`src/pkg/clk_sup_pkg.sv`:
```
// Purpose: Shared constants and types for the clock supervisor.
// Assumes: AXI4-Lite register map with 32-bit data and one word per register.
// Notes:   Oscillator input levels are sampled on aclk.
package clk_sup_pkg;

	// ==========================================================
	// Register map
	localparam logic [7:0] CFG_OFS    = 8'h00;
	localparam logic [7:0] CTRL_OFS   = 8'h04;
	localparam logic [7:0] STATUS_OFS = 8'h08;
	localparam logic [7:0] IRQ_OFS    = 8'h0C;
	localparam logic [7:0] CMD_OFS    = 8'h10;

	// ==========================================================
	// Field positions
	localparam int CMD_SLEEP_BIT = 0;
	localparam int CMD_WAKE_BIT  = 1;
	localparam int IRQ_FLAG_BIT  = 0;
	localparam int IRQ_EN_BIT    = 1;

	// ==========================================================
	// Oscillator configuration and clock select encodings
	localparam logic [2:0] OSC_LP    = 3'h0;
	localparam logic [2:0] OSC_XT    = 3'h1;
	localparam logic [2:0] OSC_HS    = 3'h2;
	localparam logic [2:0] OSC_RC    = 3'h3;
	localparam logic [2:0] OSC_INT   = 3'h4;
	localparam logic [1:0] SCS_CFG   = 2'h0;
	localparam logic [1:0] SCS_TMR   = 2'h1;

	localparam logic [1:0] SEL_INT   = 2'h0;
	localparam logic [1:0] SEL_LOW   = 2'h1;
	localparam logic [1:0] SEL_EXT   = 2'h2;

	// ==========================================================
	// Counts, reset values and bus response codes
	localparam int         OST_EDGES_DEF  = 1024;
	localparam int         SAMPLE_DIV_DEF = 64;
	localparam int         POWER_UP_TIMER_EDGES_DEF = 16;
	localparam logic [3:0] FREQ_SEL_RST   = 4'h7;
	localparam logic [1:0] AXI_OKAY       = 2'h0;
	localparam logic [1:0] AXI_SLVERR     = 2'h2;

	typedef struct packed {
		logic       power_up_timer_en;
		logic       monitor_enable_cfg;
		logic       switchover_enable_cfg;
		logic [2:0] oscillator_config_field;
	} cfg_s;

	typedef struct packed {
		logic [3:0] internal_freq_select;
		logic [1:0] clock_select_field;
	} ctrl_s;

	localparam cfg_s  CFG_RST  = '{1'b0, 1'b1, 1'b1, OSC_HS};
	localparam ctrl_s CTRL_RST = '{FREQ_SEL_RST, SCS_CFG};

	typedef enum logic [2:0] {
		ST_POWER_UP_TIMER, ST_SLEEP, ST_INT, ST_COUNT, ST_WAIT_IFALL, ST_HOLD, ST_EXT, ST_FAIL
	} seq_state_e;

endpackage

```
`src/logic/clk_supervisor.sv`:
```
// Purpose: Two-speed start-up sequencer and fail-safe clock monitor.
// Assumes: ext, int and low-freq oscillator levels are synchronous to aclk.
// Notes:   Register map and oscillator encodings are local choices of this block.
//
// The placing of the registers and register access over AXI4-Lite were decided locally.
`timescale 1ns/1ps
module clk_supervisor #(
	parameter int ADDR_W     = 8,
	parameter int OST_EDGES  = clk_sup_pkg::OST_EDGES_DEF,
	parameter int SAMPLE_DIV = clk_sup_pkg::SAMPLE_DIV_DEF,
	parameter int POWER_UP_TIMER_EDGES = clk_sup_pkg::POWER_UP_TIMER_EDGES_DEF
) (
	// Clock and reset
	input  wire logic              aclk,
	input  wire logic              aresetn,
	// AXI4-Lite write
	input  wire logic [ADDR_W-1:0] awaddr,
	input  wire logic              awvalid,
	output logic                   awready,
	input  wire logic [31:0]       wdata,
	input  wire logic [3:0]        wstrb,
	input  wire logic              wvalid,
	output logic                   wready,
	output logic [1:0]             bresp,
	output logic                   bvalid,
	input  wire logic              bready,
	// AXI4-Lite read
	input  wire logic [ADDR_W-1:0] araddr,
	input  wire logic              arvalid,
	output logic                   arready,
	output logic [31:0]            rdata,
	output logic [1:0]             rresp,
	output logic                   rvalid,
	input  wire logic              rready,
	// Oscillator levels
	input  wire logic              ext_osc_in,
	input  wire logic              int_osc_in,
	input  wire logic              lf_osc_in,
	input  wire logic              pll_ready_bit,
	// Clock mux control and status
	output logic [1:0]             clk_mux_sel,
	output logic [3:0]             internal_freq_select,
	output logic                   startup_done_bit,
	output logic                   osc_fail_irq
);
	import clk_sup_pkg::*;

	localparam int OST_W  = $clog2(OST_EDGES);
	localparam int HALF   = SAMPLE_DIV / 2;
	localparam int DIV_W  = $clog2(HALF);
	localparam int POWER_UP_TIMER_W = $clog2(POWER_UP_TIMER_EDGES + 1);

	cfg_s              cfg_r, run_cfg_r;
	ctrl_s             ctrl_r;
	seq_state_e        state_r;
	logic [OST_W-1:0]  ost_cnt_r;
	logic [POWER_UP_TIMER_W-1:0] power_up_timer_cnt_r;
	logic [DIV_W-1:0]  div_cnt_r;
	logic              ext_d_r, int_d_r, lf_d_r;
	logic              samp_r, latch_r, fail_raw_r, fail_s1_r, fail_s2_r;
	logic              fail_cond_r, osc_fail_flag_r, osc_fail_irq_enable_r;
	logic [1:0]        clk_sel_r;
	logic              startup_done_r, irq_r;

	// ==========================================================
	// Register bus slave
	logic              awready_r, wready_r, bvalid_r, arready_r, rvalid_r;
	logic [1:0]        bresp_r, rresp_r;
	logic [31:0]       rdata_r, wdata_r;
	logic [3:0]        wstrb_r;
	logic [7:0]        waddr_r;
	logic              wr_en;

	// Both halves captured and no response pending: perform the write
	assign wr_en = !awready_r && !wready_r && !bvalid_r;

	always_ff @(posedge aclk) begin
		if (!aresetn) begin
			awready_r <= 1'b1;
			wready_r  <= 1'b1;
			bvalid_r  <= 1'b0;
			bresp_r   <= AXI_OKAY;
			waddr_r   <= 8'h00;
			wdata_r   <= 32'h0000_0000;
			wstrb_r   <= 4'h0;
		end else begin
			if (awvalid && awready_r) begin
				awready_r <= 1'b0;
				waddr_r   <= awaddr[7:0];
			end
			if (wvalid && wready_r) begin
				wready_r <= 1'b0;
				wdata_r  <= wdata;
				wstrb_r  <= wstrb;
			end
			if (wr_en) begin
				bvalid_r <= 1'b1;
				if (waddr_r == CFG_OFS || waddr_r == CTRL_OFS || waddr_r == IRQ_OFS
						|| waddr_r == CMD_OFS) begin
					bresp_r <= AXI_OKAY;
				end else begin
					bresp_r <= AXI_SLVERR;
				end
			end else if (bvalid_r && bready) begin
				bvalid_r  <= 1'b0;
				awready_r <= 1'b1;
				wready_r  <= 1'b1;
			end
		end
	end

	logic wr_lane0, cfg_wr, ctrl_wr, irq_wr, sleep_req, wake_req, scs_chg;
	assign wr_lane0  = wr_en && wstrb_r[0];
	assign cfg_wr    = wr_lane0 && waddr_r == CFG_OFS;
	assign ctrl_wr   = wr_lane0 && waddr_r == CTRL_OFS;
	assign irq_wr    = wr_lane0 && waddr_r == IRQ_OFS;
	assign sleep_req = wr_lane0 && waddr_r == CMD_OFS && wdata_r[CMD_SLEEP_BIT];
	assign wake_req  = wr_lane0 && waddr_r == CMD_OFS && wdata_r[CMD_WAKE_BIT]
		&& !wdata_r[CMD_SLEEP_BIT];
	assign scs_chg   = ctrl_wr && wdata_r[1:0] != ctrl_r.clock_select_field;

	always_ff @(posedge aclk) begin
		if (!aresetn) begin
			cfg_r                  <= CFG_RST;
			ctrl_r                 <= CTRL_RST;
			osc_fail_irq_enable_r  <= 1'b0;
		end else begin
			if (cfg_wr) begin
				cfg_r <= cfg_s'(wdata_r[5:0]);
			end
			if (ctrl_wr) begin
				ctrl_r <= ctrl_s'(wdata_r[5:0]);
			end
			if (irq_wr) begin
				osc_fail_irq_enable_r <= wdata_r[IRQ_EN_BIT];
			end
		end
	end

	logic [31:0] rd_nxt;
	always_comb begin
		rd_nxt = 32'h0000_0000;
		if (araddr[7:0] == CFG_OFS) begin
			rd_nxt[5:0] = cfg_r;
		end else if (araddr[7:0] == CTRL_OFS) begin
			rd_nxt[5:0] = ctrl_r;
		end else if (araddr[7:0] == STATUS_OFS) begin
			rd_nxt = {24'h000000, state_r, fail_cond_r, pll_ready_bit, clk_sel_r,
				startup_done_r};
		end else if (araddr[7:0] == IRQ_OFS) begin
			rd_nxt[IRQ_FLAG_BIT] = osc_fail_flag_r;
			rd_nxt[IRQ_EN_BIT]   = osc_fail_irq_enable_r;
		end
	end

	always_ff @(posedge aclk) begin
		if (!aresetn) begin
			arready_r <= 1'b1;
			rvalid_r  <= 1'b0;
			rdata_r   <= 32'h0000_0000;
			rresp_r   <= AXI_OKAY;
		end else if (arvalid && arready_r) begin
			arready_r <= 1'b0;
			rvalid_r  <= 1'b1;
			rdata_r   <= rd_nxt;
			if (araddr[7:0] == CFG_OFS || araddr[7:0] == CTRL_OFS
					|| araddr[7:0] == STATUS_OFS || araddr[7:0] == IRQ_OFS
					|| araddr[7:0] == CMD_OFS) begin
				rresp_r <= AXI_OKAY;
			end else begin
				rresp_r <= AXI_SLVERR;
			end
		end else if (rvalid_r && rready) begin
			rvalid_r  <= 1'b0;
			arready_r <= 1'b1;
		end
	end

	// ==========================================================
	// Oscillator edge detection
	logic ext_fall, int_fall, lf_rise;
	assign ext_fall = ext_d_r && !ext_osc_in;
	assign int_fall = int_d_r && !int_osc_in;
	assign lf_rise  = !lf_d_r && lf_osc_in;

	always_ff @(posedge aclk) begin
		if (!aresetn) begin
			ext_d_r <= 1'b0;
			int_d_r <= 1'b0;
			lf_d_r  <= 1'b0;
		end else begin
			ext_d_r <= ext_osc_in;
			int_d_r <= int_osc_in;
			lf_d_r  <= lf_osc_in;
		end
	end

	// ==========================================================
	// Start decision from the live settings
	logic crystal, ext_direct, two_speed, needs_ost, ost_done, fail_det;
	logic [1:0] sel_eff;
	// A select write is decoded from its data, since ctrl_r lands a cycle later
	assign sel_eff    = scs_chg ? wdata_r[1:0] : ctrl_r.clock_select_field;
	assign crystal    = cfg_r.oscillator_config_field == OSC_LP
		|| cfg_r.oscillator_config_field == OSC_XT
		|| cfg_r.oscillator_config_field == OSC_HS;
	assign ext_direct = sel_eff == SCS_CFG && !crystal
		&& cfg_r.oscillator_config_field != OSC_INT;
	assign two_speed  = (cfg_r.switchover_enable_cfg || cfg_r.monitor_enable_cfg)
		&& sel_eff == SCS_CFG && crystal;
	assign needs_ost  = (sel_eff == SCS_CFG && crystal)
		|| sel_eff == SCS_TMR;
	assign ost_done   = ext_fall && ost_cnt_r == OST_W'(OST_EDGES - 1);
	assign fail_det   = fail_s2_r && state_r == ST_EXT;

	// ==========================================================
	// Start-up sequencer
	always_ff @(posedge aclk) begin
		if (!aresetn) begin
			state_r        <= ST_POWER_UP_TIMER;
			run_cfg_r      <= CFG_RST;
			clk_sel_r      <= SEL_LOW;
			startup_done_r <= 1'b0;
			ost_cnt_r      <= '0;
			power_up_timer_cnt_r     <= '0;
			fail_cond_r    <= 1'b0;
		end else if (sleep_req) begin
			state_r        <= ST_SLEEP;
			clk_sel_r      <= SEL_LOW;
			startup_done_r <= 1'b0;
			ost_cnt_r      <= '0;
			fail_cond_r    <= 1'b0;
		end else if ((state_r == ST_POWER_UP_TIMER && (!cfg_r.power_up_timer_en
				|| power_up_timer_cnt_r == POWER_UP_TIMER_W'(POWER_UP_TIMER_EDGES)))
				|| (state_r == ST_SLEEP && wake_req)
				|| (scs_chg && state_r != ST_POWER_UP_TIMER && state_r != ST_SLEEP)) begin
			// Snapshot taken here; the monitor keys off it, not the live config
			run_cfg_r      <= cfg_r;
			ost_cnt_r      <= '0;
			startup_done_r <= 1'b0;
			if (needs_ost) begin
				// A select change keeps running internally while the timer restarts
				state_r   <= ST_COUNT;
				clk_sel_r <= (two_speed || scs_chg || sel_eff == SCS_TMR)
					? SEL_INT : SEL_LOW;
			end else if (ext_direct) begin
				state_r        <= ST_EXT;
				clk_sel_r      <= SEL_EXT;
				startup_done_r <= 1'b1;
				fail_cond_r    <= 1'b0;
			end else begin
				state_r   <= ST_INT;
				clk_sel_r <= SEL_INT;
			end
		end else begin
			case (state_r)
				ST_POWER_UP_TIMER: begin
					if (lf_rise) begin
						power_up_timer_cnt_r <= power_up_timer_cnt_r + POWER_UP_TIMER_W'(1);
					end
				end
				ST_COUNT: begin
					if (ost_done) begin
						state_r <= ST_WAIT_IFALL;
					end else if (ext_fall) begin
						ost_cnt_r <= ost_cnt_r + OST_W'(1);
					end
				end
				ST_WAIT_IFALL: begin
					if (int_fall) begin
						state_r        <= ST_HOLD;
						clk_sel_r      <= SEL_LOW;
						startup_done_r <= ctrl_r.clock_select_field == SCS_CFG;
					end
				end
				ST_HOLD: begin
					if (ext_fall) begin
						state_r     <= ST_EXT;
						clk_sel_r   <= SEL_EXT;
						fail_cond_r <= 1'b0;
					end
				end
				ST_EXT: begin
					if (fail_det) begin
						state_r        <= ST_FAIL;
						clk_sel_r      <= SEL_INT;
						startup_done_r <= 1'b0;
						fail_cond_r    <= 1'b1;
					end
				end
				default: begin
					// ST_INT, ST_SLEEP, ST_FAIL hold until firmware acts
				end
			endcase
		end
	end

	// ==========================================================
	// Fail-safe monitor: sample clock is the low-freq source divided down
	logic mon_active, samp_toggle;
	assign mon_active  = run_cfg_r.monitor_enable_cfg && state_r == ST_EXT;
	assign samp_toggle = lf_rise && div_cnt_r == DIV_W'(HALF - 1);

	always_ff @(posedge aclk) begin
		if (!aresetn) begin
			div_cnt_r <= '0;
			samp_r    <= 1'b0;
		end else if (lf_rise) begin
			div_cnt_r <= samp_toggle ? '0 : div_cnt_r + DIV_W'(1);
			samp_r    <= samp_r ^ samp_toggle;
		end
	end

	always_ff @(posedge aclk) begin
		if (!aresetn) begin
			latch_r    <= 1'b1;
			fail_raw_r <= 1'b0;
		end else if (!mon_active) begin
			latch_r    <= 1'b1;
			fail_raw_r <= 1'b0;
		end else begin
			// Set wins so a falling edge on the sample edge is not missed
			if (ext_fall) begin
				latch_r <= 1'b1;
			end else if (samp_toggle && !samp_r) begin
				latch_r <= 1'b0;
			end
			if (samp_toggle && samp_r && !latch_r && !ext_fall) begin
				fail_raw_r <= 1'b1;
			end
		end
	end

	// Detector is treated as another domain, so it is synchronised
	always_ff @(posedge aclk) begin
		if (!aresetn) begin
			fail_s1_r <= 1'b0;
			fail_s2_r <= 1'b0;
		end else begin
			fail_s1_r <= fail_raw_r;
			fail_s2_r <= fail_s1_r;
		end
	end

	// ==========================================================
	// Fail flag and interrupt request
	always_ff @(posedge aclk) begin
		if (!aresetn) begin
			osc_fail_flag_r <= 1'b0;
			irq_r           <= 1'b0;
		end else begin
			if (fail_det) begin
				osc_fail_flag_r <= 1'b1;
			end else if (irq_wr && wdata_r[IRQ_FLAG_BIT]) begin
				osc_fail_flag_r <= 1'b0;
			end
			irq_r <= osc_fail_flag_r && osc_fail_irq_enable_r;
		end
	end

	assign awready              = awready_r;
	assign wready               = wready_r;
	assign bvalid               = bvalid_r;
	assign bresp                = bresp_r;
	assign arready              = arready_r;
	assign rvalid               = rvalid_r;
	assign rdata                = rdata_r;
	assign rresp                = rresp_r;
	assign clk_mux_sel          = clk_sel_r;
	assign internal_freq_select = ctrl_r.internal_freq_select;
	assign startup_done_bit     = startup_done_r;
	assign osc_fail_irq         = irq_r;

	// ==========================================================
	// Checks
	a_ost_full_count: assert property (@(posedge aclk) disable iff (!aresetn)
		$rose(state_r == ST_WAIT_IFALL) |-> $past(ost_cnt_r) == OST_W'(OST_EDGES - 1))
		else $error("start-up count left early");
	a_two_speed_only: assert property (@(posedge aclk) disable iff (!aresetn)
		$rose(state_r == ST_COUNT) && !$past(scs_chg) && ctrl_r.clock_select_field == SCS_CFG
		&& clk_sel_r == SEL_INT |-> run_cfg_r.oscillator_config_field <= OSC_HS)
		else $error("two-speed ran for a non-crystal mode");
	a_done_at_ifall: assert property (@(posedge aclk) disable iff (!aresetn)
		state_r == ST_WAIT_IFALL && int_fall && !sleep_req && !scs_chg
		|=> clk_sel_r == SEL_LOW ##1 (clk_sel_r != SEL_INT || $past(scs_chg)))
		else $error("clock not held low after internal fall");
	a_hold_to_ext: assert property (@(posedge aclk) disable iff (!aresetn)
		state_r == ST_HOLD && ext_fall && !sleep_req && !scs_chg
		|=> clk_sel_r == SEL_EXT && state_r == ST_EXT)
		else $error("no switch to external clock");
	a_sleep_abort: assert property (@(posedge aclk) disable iff (!aresetn)
		sleep_req |=> state_r == ST_SLEEP && !startup_done_r && !fail_cond_r)
		else $error("sleep did not abort start-up");
	a_done_tracks: assert property (@(posedge aclk) disable iff (!aresetn)
		startup_done_r |-> clk_sel_r != SEL_INT)
		else $error("done bit set while on internal clock");
	a_fail_switch: assert property (@(posedge aclk) disable iff (!aresetn)
		fail_det && !sleep_req && !scs_chg |=> clk_sel_r == SEL_INT && osc_fail_flag_r
		##2 irq_r == osc_fail_irq_enable_r)
		else $error("failure not handled");
	a_flag_set_wins: assert property (@(posedge aclk) disable iff (!aresetn)
		fail_det && irq_wr |=> osc_fail_flag_r)
		else $error("fail flag clear beat a new failure");
	a_sync_two_stage: assert property (@(posedge aclk) disable iff (!aresetn)
		$rose(fail_s2_r) |-> $past(fail_raw_r, 2) && $past(fail_s1_r))
		else $error("failure skipped the synchroniser");
	a_fail_stays: assert property (@(posedge aclk) disable iff (!aresetn)
		state_r == ST_FAIL && !sleep_req && !scs_chg |=> state_r == ST_FAIL)
		else $error("left fail-safe without firmware");

	c_reach_ext: cover property (@(posedge aclk) disable iff (!aresetn)
		state_r == ST_HOLD ##1 state_r == ST_EXT);
	c_fail_seen: cover property (@(posedge aclk) disable iff (!aresetn) fail_det);
	c_sleep_abort: cover property (@(posedge aclk) disable iff (!aresetn)
		state_r == ST_COUNT && sleep_req);
	c_retry_after_fail: cover property (@(posedge aclk) disable iff (!aresetn)
		state_r == ST_FAIL && scs_chg);

endmodule

```
`config.mk`:
```
export PLATFORM = sky130hd
export DESIGN_NAME = clk_supervisor
export DESIGN_NICKNAME = d
export VERILOG_FILES = /design/src/pkg/clk_sup_pkg.sv /design/src/logic/clk_supervisor.sv
export SDC_FILE = /design/constraint.sdc
export NUM_CORES = 1
export LEC_CHECK = 0
export BUFFER_PORTS_ARGS = -buffer_cell sky130_fd_sc_hd__buf_2
export CAP_MARGIN = 30
export CORE_MARGIN = 2
export CORE_UTILIZATION = 52
export DETAILED_ROUTE_END_ITERATION = 6
export MAX_ROUTING_LAYER = met4
export PLACE_DENSITY = 0.8
export SLEW_MARGIN = 20
export SYNTH_ARGS = -nofsm -noshare
export SYNTH_HDL_FRONTEND = slang
export SYNTH_SLANG_ARGS = --single-unit
```
`constraint.sdc`:
```
create_clock -name aclk -period 2.8 [get_ports aclk]
set_clock_uncertainty 0.05 [all_clocks]
set_input_delay 0.28 -clock aclk [delete_from_list [all_inputs] [get_ports aclk]]
set_output_delay 0.28 -clock aclk [all_outputs]
set_load 0.005 [all_outputs]
```
# == Word-level counts from Yosys, hierarchy flattened ==
# Index checks and enable logic that the tools add are counted.
# totals
output_inout_bits,49
elab_cells,224
inputBits,63
register_bits,107
# classes
reduce_logical,93
muxes,54
eq_ne,31
n_addsub,3
bitwise_logic,6
# op_table
operator,count
1-bit logical AND,38
1-bit 2-to-1 mux,26
26-bit 2-to-1 mux,1
"8-bit by 4-bit == test with 1-bit output, second input constant",3
2-bit 2-to-1 mux,12
3-bit 2-to-1 mux,7
6-bit 2-to-1 mux,3
"8-bit by 3-bit == test with 1-bit output, second input constant",2
"8-bit by 5-bit == test with 1-bit output, second input constant",2
8-bit logical NOT,2
1-bit logical OR,16
5-bit AND reduction,3
1-bit logical NOT,12
"3-bit inequality test, second input constant",4
"4-bit inequality test, second input constant",3
3-bit one-hot mux with 4 select lines,1
"10-bit by 1-bit adder with 10-bit output, second input constant",1
"5-bit by 1-bit adder with 5-bit output, second input constant",2
"10-bit == test, second input constant",1
"5-bit == test, second input constant",2
"3-bit == test, second input constant",3
3-bit nonzero test,3
4-bit AND reduction,2
"3-bit by 1-bit == test with 1-bit output, second input constant",2
22 further kinds,36

# == Longest topological paths before layout ==
# Gate-level depths: netlist of run 1.
# logic_depth
word_depth,15
mapped_depth,9
mapped_depth_nobuf,9

# == Least setup slack after synthesis of run 1 ==
# OpenSTA, ideal clock, no wires.
# synth_timing
kind,reg2reg
start,"register bvalid_r, in the netlist bvalid"
end,"register clk_sel_r[0], in the netlist clk_mux_sel[0]"
setup_slack_ps,443
t_arrival_ps,2187
required_ps,2630
stages_incl_launch_ff,7
synth_period_minus_slack_ps,2357
cell_sequence,dfxtp_1 -> or4b_1 -> nor4_4 -> nand2_4 -> and2_4 -> buf_6 -> a211o_1
# synth_via
elab_chain_cells,14
elab_cells_between_ends,32
classes_between,eq/ne: 4; mux: 4; reduce/logical: 24
# synth_lines
item,line_no,rtl
from (decl),clk_supervisor.sv:67,"logic awready_r, wready_r, bvalid_r, arready_r, rvalid_r;"
from (signal assigned),clk_supervisor.sv:81,bvalid_r <= 1'b0;
from (signal assigned),clk_supervisor.sv:97,bvalid_r <= 1'b1;
from (signal assigned),clk_supervisor.sv:105,bvalid_r <= 1'b0;
1-bit logical NOT (*),clk_supervisor.sv:75,assign wr_en = !awready_r && !wready_r && !bvalid_r;
1-bit logical AND (*),clk_supervisor.sv:75,
1-bit logical AND (*),clk_supervisor.sv:113,assign wr_lane0 = wr_en && wstrb_r[0];
1-bit logical AND,clk_supervisor.sv:115,assign ctrl_wr = wr_lane0 && waddr_r == CTRL_OFS;
1-bit logical AND,clk_supervisor.sv:120,assign scs_chg = ctrl_wr && wdata_r[1:0] != ctrl_r.clock_select_field;
2-bit 2-to-1 mux,clk_supervisor.sv:203,assign sel_eff = scs_chg ? wdata_r[1:0] : ctrl_r.clock_select_field;
2-bit logical NOT,"clk_supervisor.sv:210, clk_supervisor.sv:211",
1-bit logical AND (2 in a row),clk_supervisor.sv:210,&& sel_eff == SCS_CFG && crystal;
1-bit logical OR (2 in a row),clk_supervisor.sv:244,clk_sel_r <= (two_speed || scs_chg || sel_eff == SCS_TMR)
1-bit 2-to-1 mux,clk_supervisor.sv:245,? SEL_INT : SEL_LOW;
2-bit 2-to-1 mux,clk_supervisor.sv:241,if (needs_ost) begin
2-bit 2-to-1 mux,clk_supervisor.sv:233,end else if ((state_r == ST_POWER_UP_TIMER && (!cfg_r.power_up_timer_en
to (signal assigned),clk_supervisor.sv:244,
to (decl),clk_supervisor.sv:62,logic [1:0] clk_sel_r;
# Every way passes the cells marked *; elsewhere a longest branch is shown, timed or not.
# A chain may end at the register's enable or synchronous reset.

# == Worst setup path after layout of run 1 ==
# layout_timing
start,register waddr_r[7]
end,"register startup_done_r, in the netlist startup_done_bit"
# layout_via
elab_chain_cells,10
elab_cells_between_ends,28
classes_between,eq/ne: 5; mux: 4; reduce/logical: 19
# layout_lines
item,line_no,rtl
from (decl),clk_supervisor.sv:71,logic [7:0] waddr_r;
from (signal assigned),clk_supervisor.sv:89,waddr_r <= awaddr[7:0];
8-bit by 3-bit == test with 1-bit output,clk_supervisor.sv:115,
1-bit logical AND,clk_supervisor.sv:115,
1-bit logical AND,clk_supervisor.sv:120,
2-bit 2-to-1 mux,clk_supervisor.sv:203,
2-bit logical NOT,"clk_supervisor.sv:207, clk_supervisor.sv:211",
1-bit logical AND,clk_supervisor.sv:207,assign ext_direct = sel_eff == SCS_CFG && !crystal
1-bit logical AND,clk_supervisor.sv:208,&& cfg_r.oscillator_config_field != OSC_INT;
1-bit 2-to-1 mux,clk_supervisor.sv:246,end else if (ext_direct) begin
1-bit 2-to-1 mux,clk_supervisor.sv:241,
1-bit 2-to-1 mux,clk_supervisor.sv:233,
to (signal assigned),clk_supervisor.sv:230,startup_done_r <= 1'b0;
to (signal assigned),clk_supervisor.sv:240,startup_done_r <= 1'b0;
to (signal assigned),clk_supervisor.sv:249,startup_done_r <= 1'b1;
to (decl),clk_supervisor.sv:63,"logic startup_done_r, irq_r;"
# Several ways; a longest one is shown, not always the timed one.

==> flow_metrics.tcl, run 1 <==
set metrics [dict create \
    grt_pass1_wl_um 13600 \
    syn_to_final_growth_pct 11.7 \
    grt_pass1_vias 2961 \
    synth.distinct_cells 57 \
    initial_utilization_pct 54.1 \
    peakVddDrop_v 0.000295 \
    tightest_slew_ps 653 \
    finalInstanceArea_um2 4430 \
    routedWlPerCell_um 13.1 \
    min_from "lf_osc_in" \
    clock.fmax_ghz 0.393 \
    internal_power_w 0.00184 \
    fillers 651 \
    hold-path-endpoint "lf_d_r" \
    cts_buffer_depth 2 \
    cts_made_buffers 9 \
    rows 31 \
    async_flop_share_pct 0 \
    status "finished, final reports clean" \
    rr_worst_depth 5 \
    die_area_um2 8340 \
    route.detailed.drc 0 \
    ios 112 \
    cts_resized 0 \
    grt_max_degree 21 \
    place_ws_ps 286 \
    ys.warnings.count 0 \
    swShare_pct 27.8 \
    critical_path_class "reg -> reg" \
    clockPowerShare_pct 33.4 \
    drv_cap 0 \
    first_iter_violations 132 \
    cts_tree "done" \
    clk_latency_ps 360 \
    synth-seq-area-share_pct 40.9 \
    io_buffers 56 \
    synth-seq-cells 81 \
    yosysMostFrequentCell "dfxtp_1" \
    diodes 0 \
    final-max-slew-violation-count 0 \
    rsz0062_at_grt "no" \
    clk_pin_slew_ps 70 \
    synth_top_area_share_pct 40.9 \
    cp-end-kind "register" \
    critPathLaunchType "register" \
    hold_viol_final 0 \
    hp-class "in -> reg" \
    synthTopCellsByArea "dfxtp_1 41%, mux2i_1 6.1%, buf_4 5.7%, a21oi_1 4.9%, nand2_1 4.7%" \
    leakagePower_nw 1.81 \
    setup_viol 0 \
    dp_hpwl_um 6030 \
    tns_ps 0 \
    cp.required_ps 2970 \
    relSlewSlack_pct 56.1 \
    cp.arrival_ps 2710 \
    timing.rr.start "waddr_r[7]" \
    power_density_nw_per_um2 574 \
    p_switching_w 0.000708 \
    post-route-period-util_pct 90.8 \
    htreeDepth 3 \
    wl_um 8080 \
    fin_nets 585 \
    yosysTopAreaCell "dfxtp_1" \
    synth_edf_count 0 \
    holdPathStages 2 \
    syn_inst 465 \
    p_seq_share_pct 51.4 \
    power_frac_comb_pct 15.3 \
    dp.cells 603 \
    period_needed_ps 2540 \
    vias 3315 \
    layout_setup_ws_ps 257 \
    ant_nets 0 \
    gp_congestion 0.905 \
    postCtsHoldBufs 0 \
    place_area_um2 4230 \
    cts_setup_buffers 0 \
    utilization_pct 60.4 \
    antenna_found_initial 0 \
    drt-vias-per-instance 5.36 \
    cts_root_buf "clkbuf_8" \
    grt_remaining_overflow 0 \
    die_w_um 91.3 \
    synth.avg_cell_area_um2 8.53 \
    drive_above_1_share_pct 17.9 \
    ys.flop_type "dfxtp_1" \
    stdcell_count 618 \
    rrSetupSlack_ps 260 \
    core_area_um2 7330 \
    drtPass1Iterations 4 \
    crit_fanout 6 \
    syn-cell-area_um2 3970 \
    reg2reg_to "startup_done_bit" \
    grt_util_all_layers_pct 20.4 \
    cts_num_sinks 81 \
    synth_commonest_cells "81 x dfxtp_1, 50 x nand2_1, 39 x a21oi_1, 39 x nor2_1, 30 x buf_4" \
    die_h_um 91.3 \
]
## cell type report
class	count	area (um^2)	area share (%)
clock buffer	12	155	3.50
clock inverter	3	40.0	0.904
inverter	11	41.3	0.932
multi-input combinational	345	2080	46.9
sequential	81	1620	36.6
tap	99	124	2.80
timing repair buffer	67	370	8.36
## kinds of logic after synthesis
group / after synthesis / share of synthesized area [%]
xor gates and xnor gates: 13 / 2.87
and+or+nand+nor: 193 / 25.6
adders and majority gates: 8 / 2.46
other: 1 / 0.0945
muxes: 27 / 7.48
buffers and inverters: 64 / 9.12
AOI/OAI and AO/OA: 78 / 11.5
DFF: 81 / 40.9
## worst max path at each step
stage | start | to | slack (ps)
3_3_place_gp | waddr_r[7] | startup_done_bit | 380
5_1_grt | waddr_r[7] | startup_done_bit | 160
4_1_cts | waddr_r[7] | startup_done_bit | 270
6_report | waddr_r[7] | startup_done_bit | 260
2_1_floorplan | bvalid | clk_mux_sel[0] | 440
3_5_place_dp | waddr_r[7] | startup_done_bit | 290
## power groups by stage
stage	Sequential, W	Clock (W)	Combinational, W
2_1_floorplan	0.00128	0	0.000341
3_3_place_gp	0.00133	0	0.000370
3_5_place_dp	0.00133	0	0.000384
4_1_cts	0.00131	0.000870	0.000386
5_1_grt	0.00132	0.000917	0.000434
6_report	0.00131	0.000849	0.000388
## flip-flops by register name, indices dropped and copies added (netlist names), 2 cells and up
| register | flops |
|---|---|
| internal_freq_select | 4 |
| wdata_r | 6 |
| clk_mux_sel | 2 |
| power_up_timer_cnt_r | 5 |
| rdata | 8 |
| div_cnt_r | 5 |
| ctrl_r | 2 |
| ost_cnt_r | 10 |
| waddr_r | 8 |
| cfg_r | 6 |
| state_r | 3 |
## worst max-delay path, stage by stage (launching register included)
cell,delay (ps)
dfxtp_1,330
or4_1,650
or4_1,590
o211ai_1,300
a21boi_0,380
a211oi_1,100
## cell usage in the layout, fill, tap and decap left out, drive strengths merged, types with 3 or more instances in the layout
| cell type | n |
|---|---|
| a211oi | 3 |
| a21oi | 39 |
| a31oi | 4 |
| and2 | 8 |
| and3b | 3 |
| buf | 67 |
| clkbuf | 12 |
| conb | 26 |
| dfxtp | 81 |
| ha | 7 |
| inv | 11 |
| mux2i | 24 |
| nand2 | 51 |
| nand2b | 9 |
| nand3 | 27 |
| nand4 | 9 |
| nor2 | 39 |
| nor3 | 9 |
| nor3b | 3 |
| nor4 | 8 |
| nor4b | 3 |
| o21ai | 17 |
| or2 | 3 |
| or3 | 3 |
| or4 | 6 |
| xnor2 | 13 |
## stage by stage
step                hold WS [ps]  power, W
CTS                         80.2   0.00256
global placement             367   0.00170
global route                74.6   0.00267
detailed placement           389   0.00172
floorplan                    352   0.00162
finish                      92.2   0.00254
## per-layer routing
layer / track usage (%) / routed length, um
met5: - / 0
met4: 4.92 / 40
met3: 6.22 / 381
met2: 32.4 / 3860
met1: 25.6 / 3800
Note: power is estimated with default switching activity, not from simulation.
==> run 2, diff against run 1 <==
CORE_ASPECT_RATIO = 1.75   (was unset)
==> run 2 against run 1 <==
Effect of this change: die area grew 0.33%; final area grew 0.45%; clock power grew 21%; largest power group unchanged; utilization shrank 0.80 points.
==> flow_metrics.tcl, run 2 (synthesis results as in run 1) <==
set metrics [dict create \
    route.detailed.drc 0 \
    layout_setup_ws_ps 306 \
    core_area_um2 7460 \
    status "finished, final reports clean" \
    hold_viol_final 0 \
    max_flop_register "ost_cnt_r" \
    grt_util_all_layers_pct 21.5 \
    grt_remaining_overflow 0 \
    cts_setup_buffers 0 \
    cts_root_buf "clkbuf_16" \
    multi_input_area_um2 2080 \
    relSlewSlack_pct 54.3 \
    rsz0062_at_grt "no" \
    crit_fanout 6 \
    grt_max_degree 23 \
    rows 42 \
    clock.fmax_ghz 0.401 \
    io_buffers 56 \
    cts_made_buffers 9 \
    drv_cap 0 \
    cts_buffer_depth 2 \
    antenna_found_initial 0 \
    post-route-period-util_pct 89.1 \
    gp_congestion 0.924 \
    utilization_pct 59.6 \
    vias 3399 \
    first_iter_violations 222 \
    cts_num_sinks 81 \
    final_common_cell "dfxtp_1" \
    die_w_um 70.0 \
    final-max-slew-violation-count 0 \
    place_ws_ps 324 \
    finalInstanceArea_um2 4450 \
    hp-class "in -> reg" \
    tightest_slew_ps 680 \
    drt-vias-per-instance 5.64 \
    grt_pass1_vias 3083 \
    cp.arrival_ps 2650 \
    initial_utilization_pct 53.2 \
    grt_pass1_wl_um 14200 \
    fin_total_pwr_w 0.00272 \
    syn_to_final_growth_pct 12.2 \
    cp-end-kind "register" \
    fillers 674 \
    period_needed_ps 2490 \
    place_area_um2 4200 \
    setup_viol 0 \
    cts_tree "done" \
    final-seq-area_um2 1620 \
    clk_latency_ps 340 \
    htreeDepth 3 \
    clk_pin_slew_ps 50 \
    critPathLaunchType "register" \
    peakVddDrop_v 0.000411 \
    largest_reg_flops 10 \
    power_density_nw_per_um2 611 \
    ant_nets 0 \
    drtPass1Iterations 5 \
    cts_resized 0 \
    dp_hpwl_um 6070 \
    die_h_um 120 \
    leakagePower_nw 1.82 \
    postCtsHoldBufs 0 \
    fin_nets 583 \
    cp.required_ps 2960 \
    die_area_um2 8370 \
    routedWlPerCell_um 13.8 \
    critical_path_class "reg -> reg" \
    drive_above_1_share_pct 17.1 \
    mostFrequentLayoutCells "81 x dfxtp_1, 56 x buf_2, 50 x nand2_1" \
    rrSetupSlack_ps 310 \
    tns_ps 0 \
    wl_um 8320 \
    diodes 0 \
    ios 112 \
]
## run 2: changes by cell type in the layout (fill, tap and decap cells not counted), sizes merged
cell / change
buf: -2
bufinv: -1
clkinv: -1
## run 2: metal layers
layer	GRT usage, %	vias to the layer above	share of wire (%)
met4	8.65	0	2.3
met5	-	-	0
met1	22.9	1612	39
li1	-	1670	-
met2	37.9	98	54
met3	5.46	19	4.8
## run 2: critical path, cell delays in order (launching register included)
cell      delay, ps
dfxtp_1         330
or4_1           650
or4_1           590
o211ai_1        310
a21boi_0        350
a211oi_1         80
## run 2: cell type report
cell class,instances,share of cell area (%)
repair buffers,65,7.82
well taps,88,2.47
clock inverters,1,0.112
multi-input cells,345,46.7
clock buffers,12,5.54
inverters,11,0.928
flip-flops and latches,81,36.4
## run 2: path summary, 6_finish.rpt
path,start,endpoint,cells past startpoint
max,waddr_r[7],startup_done_bit,5
min,lf_osc_in,lf_d_r,2
max reg2reg,waddr_r[7],startup_done_bit,5
min reg2reg,fail_s1_r,fail_s2_r,1
## run 2: metrics by stage
stage | cells | hold WS (ps)
3_5_place_dp | 590 | 387
6_report | 603 | 118
4_1_cts | 603 | 119
2_1_floorplan | 490 | 352
5_1_grt | 603 | 118
3_3_place_gp | 590 | 367
## run 2: power by group
group / switching (W) / leakage, nW / internal, W
Clock: 0.000420 / 0.124 / 0.000608
Combinational: 0.000226 / 1.03 / 0.000166
Sequential: 0.0000847 / 0.659 / 0.00121
Total: 0.000731 / 1.82 / 0.00199
